## src/pkg/lmc_pkg.sv

```systemverilog
// lmc_pkg: constants and carrier types for the lane-masked serdes control.
// assumes one 100 MHz management clock and a decoded register access port.
package lmc_pkg;

  // ****************************************************************
  // geometry and addressing
  // ****************************************************************
  localparam int LMC_LANES = 4;
  localparam logic [4:0] LMC_DEV_ADDR = 5'h1e;
  localparam logic [15:0] LMC_REG_CTRL1 = 16'h0006;
  localparam logic [15:0] LMC_REG_CTRL2 = 16'h0007;
  localparam logic [15:0] LMC_REG_CTRL3 = 16'h0008;
  localparam logic [15:0] LMC_REG_CHCTL = 16'h0009;

  // ****************************************************************
  // field positions and reset values
  // ****************************************************************
  localparam int LMC_SEL_MSB = 15;
  localparam int LMC_SEL_LSB = 12;
  localparam int LMC_BW_MSB = 9;
  localparam int LMC_BW_LSB = 8;
  localparam int LMC_PLL_EN = 4;
  localparam int LMC_MPY_MSB = 3;
  localparam int LMC_MPY_LSB = 0;
  localparam logic [15:0] LMC_CTRL1_RST = 16'hf115;
  localparam logic [15:0] LMC_CTRL2_RST = 16'hdc04;
  localparam logic [15:0] LMC_CTRL3_RST = 16'h0000;
  localparam logic [15:0] LMC_CHCTL_RST = 16'h0000;
  localparam logic [15:0] LMC_RD_NONE = 16'h0000;
  localparam logic [1:0] LMC_BW_NO_CLEANER = 2'h1;
  localparam logic [1:0] LMC_BW_CLEANER = 2'h2;

  // ****************************************************************
  // types
  // ****************************************************************
  typedef enum logic [1:0] {
    LMC_LREG_NONE  = 2'b00,
    LMC_LREG_CTRL2 = 2'b01,
    LMC_LREG_CTRL3 = 2'b10,
    LMC_LREG_CHCTL = 2'b11
  } lmc_lreg_t;

  typedef struct packed {
    logic [15:0] ctrl2;
    logic [15:0] ctrl3;
    logic [15:0] chctl;
  } lmc_lane_t;

  typedef struct packed {
    logic wr;
    logic rd;
    logic [4:0] dev;
    logic [15:0] addr;
    logic [15:0] wdata;
  } lmc_req_t;

  typedef struct packed {
    logic valid;
    logic [15:0] data;
  } lmc_rsp_t;

  typedef struct packed {
    logic on;
    logic [1:0] loop_bw;
    logic bw_rsvd;
    logic [3:0] mpy;
    logic [7:0] factor_x2;
    logic mpy_rsvd;
  } lmc_pll_t;

  typedef struct packed {
    logic [15:0] ctrl1;
    lmc_rsp_t rsp;
    logic [2:0] pd_sync;
    logic pd_n_level;
    lmc_pll_t pll;
  } lmc_state_t;

  // multiplier factor doubled so that 12.5x stays an integer; 0 = reserved
  function automatic logic [7:0] lmc_mpy_factor_x2(input logic [3:0] code);
    logic [7:0] f;
    f = 8'h00;
    case (code)
      4'h0: f = 8'd8;
      4'h1: f = 8'd10;
      4'h2: f = 8'd12;
      4'h4: f = 8'd16;
      4'h5: f = 8'd20;
      4'h6: f = 8'd24;
      4'h7: f = 8'd25;
      4'h8: f = 8'd30;
      4'h9: f = 8'd40;
      4'ha: f = 8'd50;
      4'hd: f = 8'd100;
      4'he: f = 8'd130;
      default: f = 8'h00;
    endcase
    return f;
  endfunction

endpackage

```

## src/design/lmc_lane_bank.sv

```systemverilog
// lmc_lane_bank: stored settings of one low-speed serdes lane.
// assumes the caller has already gated the write with the lane mask.
`timescale 1ns/100ps
module lmc_lane_bank (
  // clock and reset
  input wire logic clk,
  input wire logic rst_n,
  // gated write
  input wire logic wr_en,
  input wire lmc_pkg::lmc_lreg_t wsel,
  input wire logic [15:0] wdata,
  // stored settings
  output lmc_pkg::lmc_lane_t settings
);
  import lmc_pkg::*;

  lmc_lane_t cur;
  lmc_lane_t next_cur;

  always_comb begin
    next_cur = cur;
    if (wr_en) begin
      case (wsel)
        LMC_LREG_CTRL2: next_cur.ctrl2 = wdata;
        LMC_LREG_CTRL3: next_cur.ctrl3 = wdata;
        LMC_LREG_CHCTL: next_cur.chctl = wdata;
        default: next_cur = cur;
      endcase
    end
  end

  always_ff @(posedge clk or negedge rst_n) begin
    if (!rst_n) begin
      // (RULE11) lane reset values
      cur <= '{ctrl2: LMC_CTRL2_RST, ctrl3: LMC_CTRL3_RST,
               chctl: LMC_CHCTL_RST};
    end else begin
      cur <= next_cur;
    end
  end

  assign settings = cur;

endmodule

```

## src/design/lmc_lane_ctrl.sv

```systemverilog
// lmc_lane_ctrl: lane-select and low-speed pll control register with
// four lane-masked setting banks behind it.
// assumes decoded management accesses on clk and a raw power-down pin.
//
// Overview of operation
// (RULE1) lane mask bits 15:12 gate lane writes
// (RULE2) one write updates every selected lane
// (RULE3) reads return the one-hot selected lane
// (RULE4) software keeps mask one-hot when reading
// (RULE5) loop bandwidth bits 9:8 reset 01
// (RULE6) bit 4 enables pll, resets one
// (RULE7) power-down pin or global bit kill pll
// (RULE8) multiplier bits 3:0 reset 0101
// (RULE9) multiplier codes decode to listed factors
// (RULE10) reserved bits read/write, reset zero
// (RULE11) second lane register 0x0007 resets 0xdc04
// (RULE12) control register 0x0006 resets 0xf115
// (RULE13) zero mask writes change no lane
`timescale 1ns/100ps
module lmc_lane_ctrl (
  // clock and reset
  input wire logic clk,
  input wire logic rst_n,
  // management register access
  input wire lmc_pkg::lmc_req_t mgmt_req,
  output lmc_pkg::lmc_rsp_t mgmt_rsp,
  // power-down sources
  input wire logic channel_powerdown_n,
  input wire logic global_powerdown,
  // controls to the analog side
  output lmc_pkg::lmc_pll_t pll,
  output lmc_pkg::lmc_lane_t [lmc_pkg::LMC_LANES-1:0] lanes
);
  import lmc_pkg::*;

  // ****************************************************************
  // access decode
  // ****************************************************************
  lmc_state_t st;
  lmc_state_t next_st;
  logic dev_hit;
  lmc_lreg_t lreg;
  logic [LMC_SEL_MSB-LMC_SEL_LSB:0] lane_mask;
  logic [LMC_LANES-1:0] lane_wr;
  lmc_lane_t sel_lane;

  assign dev_hit = mgmt_req.dev == LMC_DEV_ADDR;
  assign lane_mask = st.ctrl1[LMC_SEL_MSB:LMC_SEL_LSB];

  // (RULE11) lane register offsets decoded
  always_comb begin
    if (mgmt_req.addr == LMC_REG_CTRL2) begin
      lreg = LMC_LREG_CTRL2;
    end else if (mgmt_req.addr == LMC_REG_CTRL3) begin
      lreg = LMC_LREG_CTRL3;
    end else if (mgmt_req.addr == LMC_REG_CHCTL) begin
      lreg = LMC_LREG_CHCTL;
    end else begin
      lreg = LMC_LREG_NONE;
    end
  end

  // ****************************************************************
  // lane banks
  // ****************************************************************
  genvar gi;
  generate
    for (gi = 0; gi < LMC_LANES; gi++) begin : g_lane
      // (RULE1) per-lane write gate
      // (RULE2) all masked lanes together; (RULE13) empty mask
      assign lane_wr[gi] = mgmt_req.wr && dev_hit &&
                           (lreg != LMC_LREG_NONE) && lane_mask[gi];
      lmc_lane_bank u_bank (
        .clk(clk),
        .rst_n(rst_n),
        .wr_en(lane_wr[gi]),
        .wsel(lreg),
        .wdata(mgmt_req.wdata),
        .settings(lanes[gi])
      );
      a_lane_wr_hit: assert property ( // RULE2
        @(posedge clk) disable iff (!rst_n)
        (lane_wr[gi] && lreg == LMC_LREG_CTRL2) |=>
        lanes[gi].ctrl2 == $past(mgmt_req.wdata))
        else $error("masked lane missed a write");
      a_lane_wr_chctl: assert property ( // RULE1
        @(posedge clk) disable iff (!rst_n)
        (lane_wr[gi] && lreg == LMC_LREG_CHCTL) |=>
        lanes[gi].chctl == $past(mgmt_req.wdata))
        else $error("masked lane missed a channel write");
      a_lane_wr_skip: assert property ( // RULE1
        @(posedge clk) disable iff (!rst_n)
        (mgmt_req.wr && !lane_mask[gi]) |=> $stable(lanes[gi]))
        else $error("unmasked lane changed on write");
      a_lane_other_dev: assert property ( // RULE1
        @(posedge clk) disable iff (!rst_n)
        (mgmt_req.wr && !dev_hit) |=> $stable(lanes[gi]))
        else $error("lane took a foreign write");
      a_lane_rst: assert property ( // RULE11
        @(posedge clk) $rose(rst_n) |-> lanes[gi].ctrl2 == LMC_CTRL2_RST)
        else $error("lane register reset value wrong");
    end
  endgenerate

  // (RULE3) one-hot lane read select
  always_comb begin
    sel_lane = '{ctrl2: LMC_RD_NONE, ctrl3: LMC_RD_NONE,
                 chctl: LMC_RD_NONE};
    for (int i = 0; i < LMC_LANES; i++) begin
      if (lane_mask == (LMC_SEL_MSB-LMC_SEL_LSB+1)'(1 << i)) begin
        sel_lane = lanes[i];
      end
    end
  end

  // ****************************************************************
  // register state
  // ****************************************************************
  always_comb begin
    next_st = st;
    // pin passes three flops; only stages two and three are compared
    next_st.pd_sync = {st.pd_sync[1:0], channel_powerdown_n};
    if (st.pd_sync[1] == st.pd_sync[2]) begin
      next_st.pd_n_level = st.pd_sync[2];
    end
    // (RULE10) whole word stored, reserved bits included
    if (mgmt_req.wr && dev_hit && mgmt_req.addr == LMC_REG_CTRL1) begin
      next_st.ctrl1 = mgmt_req.wdata;
    end
    next_st.rsp.valid = mgmt_req.rd;
    if (mgmt_req.rd) begin
      // (RULE4) non-one-hot mask reads back zero
      if (!dev_hit) begin
        next_st.rsp.data = LMC_RD_NONE;
      end else if (mgmt_req.addr == LMC_REG_CTRL1) begin
        next_st.rsp.data = st.ctrl1;
      end else if (lreg == LMC_LREG_CTRL2) begin
        next_st.rsp.data = sel_lane.ctrl2;
      end else if (lreg == LMC_LREG_CTRL3) begin
        next_st.rsp.data = sel_lane.ctrl3;
      end else if (lreg == LMC_LREG_CHCTL) begin
        next_st.rsp.data = sel_lane.chctl;
      end else begin
        next_st.rsp.data = LMC_RD_NONE;
      end
    end
    // (RULE6) enable bit, (RULE7) forced off by either source
    next_st.pll.on = st.ctrl1[LMC_PLL_EN] && st.pd_n_level &&
                     !global_powerdown;
    // (RULE5) loop bandwidth, reserved codes flagged
    next_st.pll.loop_bw = st.ctrl1[LMC_BW_MSB:LMC_BW_LSB];
    next_st.pll.bw_rsvd =
      (st.ctrl1[LMC_BW_MSB:LMC_BW_LSB] != LMC_BW_NO_CLEANER) &&
      (st.ctrl1[LMC_BW_MSB:LMC_BW_LSB] != LMC_BW_CLEANER);
    // (RULE8) multiplier code, (RULE9) factor decode
    next_st.pll.mpy = st.ctrl1[LMC_MPY_MSB:LMC_MPY_LSB];
    next_st.pll.factor_x2 =
      lmc_mpy_factor_x2(st.ctrl1[LMC_MPY_MSB:LMC_MPY_LSB]);
    next_st.pll.mpy_rsvd =
      lmc_mpy_factor_x2(st.ctrl1[LMC_MPY_MSB:LMC_MPY_LSB]) == 8'h00;
  end

  // reset pll outputs off; they follow the register one cycle later
  // (RULE12) control register reset word
  always_ff @(posedge clk or negedge rst_n) begin
    if (!rst_n) begin
      st <= '{ctrl1: LMC_CTRL1_RST,
              rsp: '{valid: 1'b0, data: LMC_RD_NONE},
              pd_sync: 3'h7,
              pd_n_level: 1'b1,
              pll: '{on: 1'b0, loop_bw: 2'h0, bw_rsvd: 1'b0, mpy: 4'h0,
                     factor_x2: 8'h00, mpy_rsvd: 1'b0}};
    end else begin
      st <= next_st;
    end
  end

  assign mgmt_rsp = st.rsp;
  assign pll = st.pll;

  // ****************************************************************
  // checks
  // ****************************************************************
  a_ctrl1_reset: assert property ( // RULE12
    @(posedge clk) $rose(rst_n) |-> st.ctrl1 == LMC_CTRL1_RST)
    else $error("control register reset value wrong");
  a_ctrl1_write: assert property ( // RULE10
    @(posedge clk) disable iff (!rst_n)
    (mgmt_req.wr && dev_hit && mgmt_req.addr == LMC_REG_CTRL1) |=>
    st.ctrl1 == $past(mgmt_req.wdata))
    else $error("control register write lost bits");
  a_ctrl1_other_dev: assert property ( // RULE12
    @(posedge clk) disable iff (!rst_n)
    (mgmt_req.wr && !dev_hit) |=> $stable(st.ctrl1))
    else $error("control register took a foreign write");
  a_pll_forced_off: assert property ( // RULE7
    @(posedge clk) disable iff (!rst_n)
    (global_powerdown || !st.pd_n_level) |=> !pll.on)
    else $error("pll on during power-down");
  // stages two and three must agree before the level moves
  a_pin_settle: assert property ( // RULE7
    @(posedge clk) disable iff (!rst_n)
    (!st.pd_sync[1] && !st.pd_sync[2]) |=> !st.pd_n_level)
    else $error("settled power-down pin not taken");
  a_pll_enabled: assert property ( // RULE6
    @(posedge clk) disable iff (!rst_n)
    (st.ctrl1[LMC_PLL_EN] && st.pd_n_level && !global_powerdown)
    ##1 (st.ctrl1[LMC_PLL_EN] && st.pd_n_level && !global_powerdown)
    |=> pll.on)
    else $error("pll not on while enabled");
  a_bw_follow: assert property ( // RULE5
    @(posedge clk) disable iff (!rst_n)
    1'b1 |=> pll.loop_bw == $past(st.ctrl1[LMC_BW_MSB:LMC_BW_LSB]))
    else $error("loop bandwidth output lags register");
  a_mpy_follow: assert property ( // RULE8
    @(posedge clk) disable iff (!rst_n)
    1'b1 |=> pll.mpy == $past(st.ctrl1[LMC_MPY_MSB:LMC_MPY_LSB]))
    else $error("multiplier output lags register");
  a_mpy_fraction: assert property ( // RULE9
    @(posedge clk) disable iff (!rst_n)
    pll.mpy == 4'h7 |-> pll.factor_x2 == 8'd25 && !pll.mpy_rsvd)
    else $error("12.5x code decoded wrong");
  a_mpy_reserved: assert property ( // RULE9
    @(posedge clk) disable iff (!rst_n)
    pll.mpy == 4'h3 |-> pll.mpy_rsvd)
    else $error("reserved multiplier not flagged");
  a_read_lane: assert property ( // RULE3
    @(posedge clk) disable iff (!rst_n)
    (mgmt_req.rd && dev_hit && lreg == LMC_LREG_CTRL2 &&
     lane_mask == 4'h4) |=> mgmt_rsp.valid &&
    mgmt_rsp.data == $past(lanes[2].ctrl2))
    else $error("lane 2 read returned other data");
  a_rsp_pulse: assert property ( // RULE3
    @(posedge clk) disable iff (!rst_n)
    1'b1 |=> mgmt_rsp.valid == $past(mgmt_req.rd))
    else $error("read response not one cycle after read");
  a_zero_mask: assert property ( // RULE13
    @(posedge clk) disable iff (!rst_n)
    (mgmt_req.wr && lane_mask == 4'h0) |=> $stable(lanes))
    else $error("zero mask write changed a lane");
  a_bw_reset: assert property ( // RULE5
    @(posedge clk) $rose(rst_n) |-> ##1 pll.loop_bw == LMC_BW_NO_CLEANER)
    else $error("loop bandwidth reset wrong");

endmodule

```

## config.mk

```make
export PLATFORM = sky130hd
export DESIGN_NAME = lmc_lane_ctrl
export DESIGN_NICKNAME = d
export VERILOG_FILES = /design/src/pkg/lmc_pkg.sv /design/src/design/lmc_lane_bank.sv /design/src/design/lmc_lane_ctrl.sv
export SDC_FILE = /design/constraint.sdc
export NUM_CORES = 1
export LEC_CHECK = 0
export BUFFER_PORTS_ARGS = -buffer_cell sky130_fd_sc_hd__buf_4
export CAP_MARGIN = 20
export CORE_UTILIZATION = 56
export CTS_BUF_LIST = sky130_fd_sc_hd__clkbuf_4
export DETAILED_ROUTE_END_ITERATION = 8
export PLACE_DENSITY = 0.82
export SLEW_MARGIN = 25
export SYNTH_ARGS = -nofsm -noshare
export SYNTH_HDL_FRONTEND = slang
export SYNTH_SLANG_ARGS = --single-unit
```

## constraint.sdc

```tcl
create_clock -name clk -period 2.5 [get_ports clk]
set_input_delay 0.375 -clock clk [delete_from_list [all_inputs] [get_ports clk]]
set_output_delay 0.375 -clock clk [all_outputs]
set_load 0.03 [all_outputs]
```

Word-level counts from Yosys, hierarchy flattened
Memory sizes are Yosys's and may differ from the RTL's. A register that Yosys moved wholly into a read port is not among the register bits.
Cells that the tools add are included.
Word-level totals
  register bits: 238
  bits in read-only memories: 256
  bits of input ports: 43
  output and inout bits: 226
  memories: 2
Memories
  (name not given): depth 16, width 8, read ports 1, clocked after Yosys merged registers in 1, write ports 0, line lmc_pkg.sv:83  | case (code)
  (name not given): depth 16, width 8, read ports 1, clocked after Yosys merged registers in 0, write ports 0, line lmc_pkg.sv:83
Operators by class
  equal/unequal tests: 15
  multiplexer cells: 12
  reductions and logical operators: 26
Operator list (number)
  48-bit 2-to-1 mux: 4
  16-bit 2-to-1 mux: 5
  16-bit by 3-bit == test with 1-bit output (second input constant): 2
  16-bit by 4-bit == test with 1-bit output (second input constant): 2
  2-bit AND reduction: 12
  1-bit logical AND: 10
  8-bit zero test: 1
  2-bit 2-to-1 mux: 3
  5-bit == test (second input constant): 1
  2-bit == test (second input constant): 2
  4-bit by 1-bit == test with 1-bit output (second input constant): 1
  4-bit by 2-bit == test with 1-bit output (second input constant): 1
  4-bit by 3-bit == test with 1-bit output (second input constant): 1
  4-bit == test (second input constant): 1
  2-bit by 1-bit == test with 1-bit output (second input constant): 1
  1-bit zero test: 2
  2-bit by 1-bit inequality test with 1-bit output (second input constant): 1
  2-bit inequality test (second input constant): 1
  2-bit nonzero test: 1
  1-bit == test: 1

Depth between registers and ports, before layout
Gate-level depths: netlist (run 1).
  depth in word-level cells: 10
  gate-level depth with buffers: 8

Hierarchy
From an unflattened synthesis (run 1), not the netlist that was laid out.
Second synthesis, totals
  cells, all modules: 898
  area, all modules: 12124.1 um^2
By module, submodules not included
  lmc_lane_bank: instances 4, cells an instance 102, area each 1915.6 um^2, sequential area each 1208.7 um^2
  lmc_lane_ctrl: instances 1, cells an instance 490, area each 4461.8 um^2, sequential area each 1366.3 um^2

Worst setup path before layout (run 1)
OpenSTA, ideal clock, no wires.
  path kind: in2reg
  from: input mgmt_req[16] in the netlist's numbering
  to: register g_lane[1].u_bank.cur (netlist bit g_lane[1].u_bank.settings[22])
  setup time: 0.125 ns
  arrival time: 1.955 ns
  required time: 2.375 ns
  slack: 0.420 ns
  cell stages on the path: 6
  buffers on the path: 2
  cell sequence: buf_6 -> nor4b_4 -> nand4_1 -> nor2_2 -> buf_6 -> mux2_2
On the way
  word-level cells in the longest chain between the ends: 8
RTL lines
  from (decl): line lmc_lane_ctrl.sv:25  | input wire lmc_pkg::lmc_req_t mgmt_req,
  16-bit by 4-bit == test with 1-bit output: line lmc_lane_ctrl.sv:56  | end else if (mgmt_req.addr == LMC_REG_CHCTL) begin
  2-bit 2-to-1 mux: line lmc_lane_ctrl.sv:56
  2-bit 2-to-1 mux: line lmc_lane_ctrl.sv:54  | end else if (mgmt_req.addr == LMC_REG_CTRL3) begin
  2-bit 2-to-1 mux *: line lmc_lane_ctrl.sv:52  | if (mgmt_req.addr == LMC_REG_CTRL2) begin
  2-bit nonzero test: line lmc_lane_ctrl.sv:72  | (lreg != LMC_LREG_NONE) && lane_mask[gi];
  1-bit logical AND: line lmc_lane_ctrl.sv:71  | assign lane_wr[gi] = mgmt_req.wr && dev_hit &&
  1-bit logical AND: line lmc_lane_ctrl.sv:72
  2-bit AND reduction (no line) *
  to (signal assigned): line lmc_lane_bank.sv:35  | cur <= '{ctrl2: LMC_CTRL2_RST, ctrl3: LMC_CTRL3_RST,
  to (signal assigned): line lmc_lane_bank.sv:38  | cur <= next_cur;
  to (decl): line lmc_lane_bank.sv:17  | lmc_lane_t cur;
Every way passes the cells marked *; elsewhere a longest branch is shown, timed or not.
A chain may end at the register's enable or synchronous reset.

Final worst setup path (run 1)
  from: register st (netlist bit lane_mask[1])
  to: register st (netlist bit mgmt_rsp[9])
On the way
  word-level cells in the longest chain between the ends: 10
RTL lines
  from (decl): line lmc_lane_ctrl.sv:39  | lmc_state_t st;
  from (signal assigned): line lmc_lane_ctrl.sv:167  | st <= '{ctrl1: LMC_CTRL1_RST,
  from (signal assigned): line lmc_lane_ctrl.sv:174  | st <= next_st;
  4-bit by 1-bit == test with 1-bit output: line lmc_lane_ctrl.sv:110  | if (lane_mask == (LMC_SEL_MSB-LMC_SEL_LSB+1)'(1 << i)) begin
  48-bit 2-to-1 mux (3 in a row): line lmc_lane_ctrl.sv:110
  48-bit 2-to-1 mux *: line lmc_lane_ctrl.sv:110
  16-bit 2-to-1 mux: line lmc_lane_ctrl.sv:141  | end else if (lreg == LMC_LREG_CHCTL) begin
  16-bit 2-to-1 mux: line lmc_lane_ctrl.sv:139  | end else if (lreg == LMC_LREG_CTRL3) begin
  16-bit 2-to-1 mux *: line lmc_lane_ctrl.sv:137  | end else if (lreg == LMC_LREG_CTRL2) begin
  16-bit 2-to-1 mux *: line lmc_lane_ctrl.sv:135  | end else if (mgmt_req.addr == LMC_REG_CTRL1) begin
  16-bit 2-to-1 mux *: line lmc_lane_ctrl.sv:133  | if (!dev_hit) begin
Marked as above.

==> summary.md, run 1 <==
| Metric | Value |
|---|---|
| # IOs | ~270 |
| Commonest non-fill, non-tap cell in the layout | buf_4 |
| Synthesized Nets | just under 1,000 |
| Crit Path Max Fanout | 37 |
| WP data required | 2980 ps |
| Fin Hold WS | 66.7 ps |
| Post-synth ARST share | 100% |
| Initial antenna violation count | 1 |
| Status | finished, final reports clean |
| Post-route ant nets | 0 |
| Vias per cell | 5.95 |
| Routed met2 length | 15.6 mm |
| Vias | approximately 9,100 |
| Clock sink count | around 250 |
| Top sig layer | met4 |
| Largest net degree at the start of global routing | 86 |
| Vias in the first global route | slightly above 9,000 |
| MaxCap Viol Count | 0 |
| CP Data Arrival Time | 2800 ps |
| Peak supply drop | between 0.4 and 0.5 mV |
| Final nets | 1,257 |
| Worst Tran Pin Value | 686 ps |
| GRT Resource Usage Total | about a third |
| Die area | between 20,000 and 25,000 um2 |
| Met3 Wirelength | between 2 and 3 mm |
| Clk root buf | clkbuf_4 |
| Remaining Overflow, GRT | 0 |
| LEAKAGE | around 7.5 nW |
| CTS Buf Count | 67 |
| Clk_skew | ~23 ps |
| Most frequent cells in the layout | buf_4 (301), dfrtp_1 (210), mux2_2 (203) |
| Setup violations, final | 0 |
| Final min period | 2310 ps |
| First-pass GRT wire length | 52.9 mm |
| Post-DP HPWL | between 20 and 25 mm |
| Mapped Cells | between 900 and 1,000 |
| Post-CTS Setup Bufs | 0 |
| CTS tree | built |
| Max-slew headroom | 54.3% |
| Drt total wl | 33.7 mm |
| Synth unique cells | 51 |
| Buffers from clock root to sink, at most | 3 |
| Mapped Area | about 12,000 um2 |
| Placer Congestion | 0.888 |
| Highest clock rate | around 0.43 GHz |
| Initial core utilization | 57.8% |
| Post-synth EDFFs | 0 |
| Sequential area share after synthesis | 52.6% |
| Power Dens Cells | about 530 nW/um2 |
| Crit path kind | flop to flop |
| Row count | 52 |
| Worst reg2reg path startpoint | lane_mask[1] |
| Share of layout cells above drive strength 1 | a little over half |
| HP Start | mgmt_req[0] |
| Filler cell count | around 1,500 |
| CTS H-tree depth | 3 |
| Die width | 147 um |
| Synth warnings | 0 |
| Area of the core | between 20,000 and 25,000 um2 |
| TritonRoute pass-1 iters | 6 |
| Die H | between 100 and 150 um |
| Yosys reg bits | around 250 |
| Clk pin slew, worst setup/hold paths | 70 ps |
| Clk_lat worst skew | 650 ps |
| Main synth FF type | dfrtp_1 |
| Slew Limit Fails | 0 |
| Final hold viol count | 0 |
| Setup crit start kind | flop |
| HP Class | input pin to flop |
| Routed length per instance | 22.0 um |
| Residual DRC | 0 |
| Met1 WL | approximately 14 mm |
| Port Buffer Count | between 200 and 300 |
| DR iter-0 viols | roughly 770 |
| Avg Inst Size Synth | between 10 and 15 um2 |
| Area growth syn-to-layout | 26.8% |
| RSZ-0062 raised after global routing | false |
| Crit share post-route | a little over 90% |
| Crit end category | flop |
| Setup TNS | 0 ps |
| Worst Setup SP | lane_mask[1] |
## logic make-up (layout without fill, tap and decap cells)
kind of cell / Yosys count / after routing / synth area share [%]
adders and majority gates: 6 / 6 / 0.594
buffers and inverters: 127 / 463 / 5.95
other: 0 / 1 / 0
and+or+nand+nor: 166 / 166 / 10.7
xor gates and xnor gates: 1 / 1 / 0.0742
muxes: 204 / 204 / 19.5
AOI/OAI and AO/OA: 176 / 176 / 10.7
DFF: 246 / 246 / 52.6
## stage by stage
stage | util, % | power [mW] | instances | cell area (um2) | worst slack [ps]
6_report | 73.2 | 7.90 | 1533 | 15000 | 186
3_3_place_gp | 68.7 | 4.33 | 1405 | 14000 | 245
4_1_cts | 73.2 | 7.97 | 1532 | 15000 | 244
2_1_floorplan | - | 4.13 | 926 | 11800 | 420
5_1_grt | 73.2 | 8.25 | 1533 | 15000 | 1.90
3_5_place_dp | 68.7 | 4.33 | 1405 | 14000 | 236
## cell type report
| class | count | area (um2) | share of cell area, % |
|---|---|---|---|
| sequential | 246 | 6200 | 41.4 |
| multi-input combinational | 553 | 4900 | 32.8 |
| timing repair buffer | 320 | 2570 | 17.2 |
| clock buffer | 100 | 751 | 5.02 |
| tap | 270 | 338 | 2.26 |
| clock inverter | 21 | 110 | 0.736 |
| inverter | 22 | 82.6 | 0.552 |
| antenna | 1 | 2.50 | 0.0167 |
## cell usage after synthesis, types with 5 or more instances
cell type    n  area share (%)
nor2_2      12            0.64
a2111oi_0   16             1.2
nand2_1     16            0.51
o21ai_0     39             1.7
nand4_1      7            0.37
buf_4       46             2.9
buf_6        5            0.48
a222oi_1    15             1.3
o2111ai_1   15             1.1
buf_2       12            0.51
a21oi_1     34             1.4
a221oi_1    15             1.1
inv_1       22            0.70
and3b_1     61             4.5
mux2_2     203              19
nor2b_1     20             1.1
a22oi_1     30             1.9
nor2_1       8            0.25
clkbuf_1    42             1.3
and3_1       6            0.32
or3_1       15            0.80
dfstp_2     36             8.0
dfrtp_1    210              45
## sequential cells by signal (all words and copies together) (netlist names)
register and flops:
g_lane.u_bank.settings 192, mgmt_rsp 17, st 8, pll 17, lane_mask 4, next_st 8
## worst paths after layout
path                                                       to  slack (ps)  cells past startpoint
worst max-delay path                              mgmt_rsp[9]         190                      6
worst min-delay path                               next_st[9]          70                      3
worst max register to register                    mgmt_rsp[9]         190                      6
worst min register to register                    next_st[20]         350                      0
max in group asynchronous                        lane_mask[0]        1320                      3
min in group asynchronous       g_lane[1].u_bank.settings[19]         320                      2
## timing repair
action	4_1_cts	5_1_grt
hold buffers	6	0
hold endpoints to repair	62	0
resized for setup	0	1
endpoints found under the setup margin	0	1
## metal layers
layer | track usage, % | vias to the layer above
met5 | 0 | -
li1 | - | 4057
met1 | 43.9 | 4505
met4 | 13.5 | 0
met3 | 7.11 | 71
met2 | 48.0 | 488
## worst max-delay path, cell delays in order (launching register included)
cell and delay, ps:
dfstp_2 650, buf_12 220, and3b_1 190, o21ai_0 190, a21oi_1 130, a2111oi_0 580, a221oi_1 180
## power by group
| group | switching, mW | internal (mW) |
|---|---|---|
| Sequential | 0.00269 | 3.99 |
| Combinational | 0.190 | 0.0838 |
| Clock | 1.69 | 1.94 |
No activity file was read; power rests on OpenSTA's default activity.
==> run 2: changes to the inputs <==
- REMOVE_ABC_BUFFERS: unset -> 1
==> run 2 against run 1 <==
  * Count of clock-buffer cells in the layout up 3
  * First-iteration DRC count down 30%
  * Critical path depth unchanged
  * Final cell count down 0.33%
  * Via count up 1.5%
  * Sequential power about the same
  * Die area unchanged
  * Final area up 0.11%
  * Highest routed layer unchanged
  * Sequential share of layout area about the same
  * Global-route usage up 1.3 points
==> summary.md, run 2 (same netlist as run 1, synthesis figures left out) <==
| Metric | Value |
|---|---|
| RSZ-0062 raised after global routing | false |
| Setup violations, final | 0 (unchanged) |
| Final hold viol count | 0 (unchanged) |
| Peak supply drop | 0.495 mV (+6.7%) |
| Worst Path Buf+Inv | 2 (+1) |
| CTS tree | built |
| Largest net degree at the start of global routing | 72 (-16%) |
| Crit end category | flop |
| Clock sink count | 246 (unchanged) |
| Crit path kind | flop to flop |
| Highest clock rate | 0.445 GHz (+3.0%) |
| Placer Congestion | 0.876 (-1.4%) |
| Crit-path max cell delay | 700 ps (+50 ps) |
| DR iter-0 viols | 536 (-30%) |
| Clk_lat worst skew | 660 ps (about the same) |
| Buffers from clock root to sink, at most | 3 (unchanged) |
| CTS H-tree depth | 3 (unchanged) |
| Post-CTS Setup Bufs | 0 (unchanged) |
| Area growth syn-to-layout | 26.9% |
| Die H | 147 um (unchanged) |
| HP Class | input pin to flop |
| Residual DRC | 0 (unchanged) |
| Post-DP HPWL | 23.9 mm (-0.97%) |
| Hold path depth | 3 (unchanged) |
| Status | finished, final reports clean |
| LEAKAGE | 7.44 nW (about the same) |
| Max reg flops | 192 (unchanged) |
| Max-slew headroom | 47.4% (-6.9 points) |
| CTS Buf Count | 67 (unchanged) |
| Clk pin slew, worst setup/hold paths | 70 ps (about the same) |
| PnR Total Power | 7.74 mW (-1.9%) |
| Area of the core | 20,400 um2 (unchanged) |
| Share of layout cells above drive strength 1 | 54.6% (+0.22 points) |
| Initial core utilization | 57.8% (unchanged) |
| GRT Resource Usage Total | 32.9% (+1.3 points) |
| CP Depth | 6 (unchanged) |
| Vias per cell | 6.06 (+1.8%) |
| Drt total wl | 35.1 mm (+4.4%) |
| Filler cell count | 1,498 (+0.94%) |
| Remaining Overflow, GRT | 0 (unchanged) |
| First-pass GRT wire length | 53.8 mm (+1.6%) |
| Worst Reg-to-Reg Cells | 6 (unchanged) |
| Fin util | 73.3% (+0.080 points) |
| CP dominant cell by count | buf_4 |
| WP data required | 2990 ps (about the same) |
| Power Dens Cells | 517 nW/um2 (-2.0%) |
| Clk root buf | clkbuf_4 |
| CP Data Arrival Time | 2740 ps (-60 ps) |
| Final min period | 2250 ps (-66.8 ps) |
| Port Buffer Count | 268 (unchanged) |
| Vias in the first global route | 9,399 (+3.4%) |
| Crit Path Max Fanout | 18 (-51%) |
| Commonest non-fill, non-tap cell in the layout | buf_4 |
| Crit-path cells | buf_4 -> or4b_1 -> nor2_2 -> buf_4 -> a2111oi_0 -> a221oi_1 |
| Setup crit start kind | flop |
| Worst Tran Pin Value | 788 ps (+103 ps) |
| Die width | 147 um (unchanged) |
| Die area | 21,700 um2 (unchanged) |
| Initial antenna violation count | 1 (unchanged) |
| Clk_skew | 53.4 ps (+30.3 ps) |
| Row count | 52 (unchanged) |
| Final nets | 1,257 (unchanged) |
| Most frequent cells in the layout | buf_4 (299), dfrtp_1 (210), mux2_2 (203) |
| Post-route ant nets | 0 (unchanged) |
| # IOs | 269 (unchanged) |
| Routed length per instance | 23.0 um (+4.8%) |
| CP top delay family | compound AO/OA/AOI/OAI gates |
| Slew Limit Fails | 0 (unchanged) |
| MaxCap Viol Count | 0 (unchanged) |
| Crit share post-route | 89.9% (-2.7 points) |
| TritonRoute pass-1 iters | 5 (-1) |
| Vias | 9,256 (+1.5%) |
| Max stage delay cell, worst path | dfstp_2 |
run 2: cell count changes in the layout (fill, tap and decap cells not counted), sizes merged:
cell and delta:
clkinv -5, clkbuf +3, inv -2, buf +1
bufinv -1, dlygate4sd3 -1
run 2: worst register-to-register path, delay by kind of cell (launching register included):
kind                   cells  cell delay, ps
AOI/OAI and AO/OA          2             700
DFF                        1             700
and+or+nand+nor            2             310
buffers and inverters      2             430
run 2: worst paths after layout:
check,slack [ps],to,from
worst max-delay path,250,mgmt_rsp[7],lane_mask[1]
worst min-delay path,60,lane_mask[2],mgmt_req[14]
worst max register to register,250,mgmt_rsp[7],lane_mask[1]
worst min register to register,360,next_st[20],next_st[19]
max in group asynchronous,1380,g_lane[2].u_bank.settings[46],rst_n
min in group asynchronous,290,pll[16],rst_n
run 2: layout make-up:
class / count / area [um2] / share of cell area, %
Tap cell: 270 / 338 / 2.26
Antenna cell: 1 / 2.50 / 0.0167
Multi-Input combinational cell: 553 / 4920 / 32.8
Sequential cell: 246 / 6200 / 41.4
Clock inverter: 13 / 52.6 / 0.351
Clock buffer: 103 / 773 / 5.16
Timing Repair Buffer: 320 / 2610 / 17.4
Inverter: 22 / 82.6 / 0.551
run 2: metal layers:
layer / global-route usage (%) / share of wire (%)
met3: 9.19 / 9.1
met5: 0 / 0
met1: 41.5 / 40
met4: 15.8 / 3.8
met2: 52.5 / 47
run 2: what timing repair did:
action,CTS,global route
hold buffers,5,0
hold endpoints to repair,57,0
resized for setup,0,0
endpoints found under the setup margin,0,0
run 2: per-stage QoR:
| stage | area [um2] | setup TNS, ps | setup WS, ps | hold slack (ps) | cells |
|---|---|---|---|---|---|
| after floorplan | 11200 | -3640 | -312 | 79.4 | 821 |
| after global placement | 14100 | 0 | 234 | 346 | 1406 |
| after detailed placement | 14100 | 0 | 171 | 351 | 1406 |
| after CTS | 15000 | 0 | 276 | 9.13 | 1527 |
| after global routing | 15000 | 0 | 118 | 47.0 | 1528 |
| final | 15000 | 0 | 253 | 59.0 | 1528 |
run 2: where the power goes:
part / total (mW) / switching (mW) / leakage (nW) / internal, mW
Combinational: 0.271 / 0.187 / 3.69 / 0.0838
Sequential: 3.99 / 0.00188 / 3.26 / 3.99
Clock: 3.48 / 1.61 / 0.493 / 1.87
Total: 7.74 / 1.80 / 7.44 / 5.94
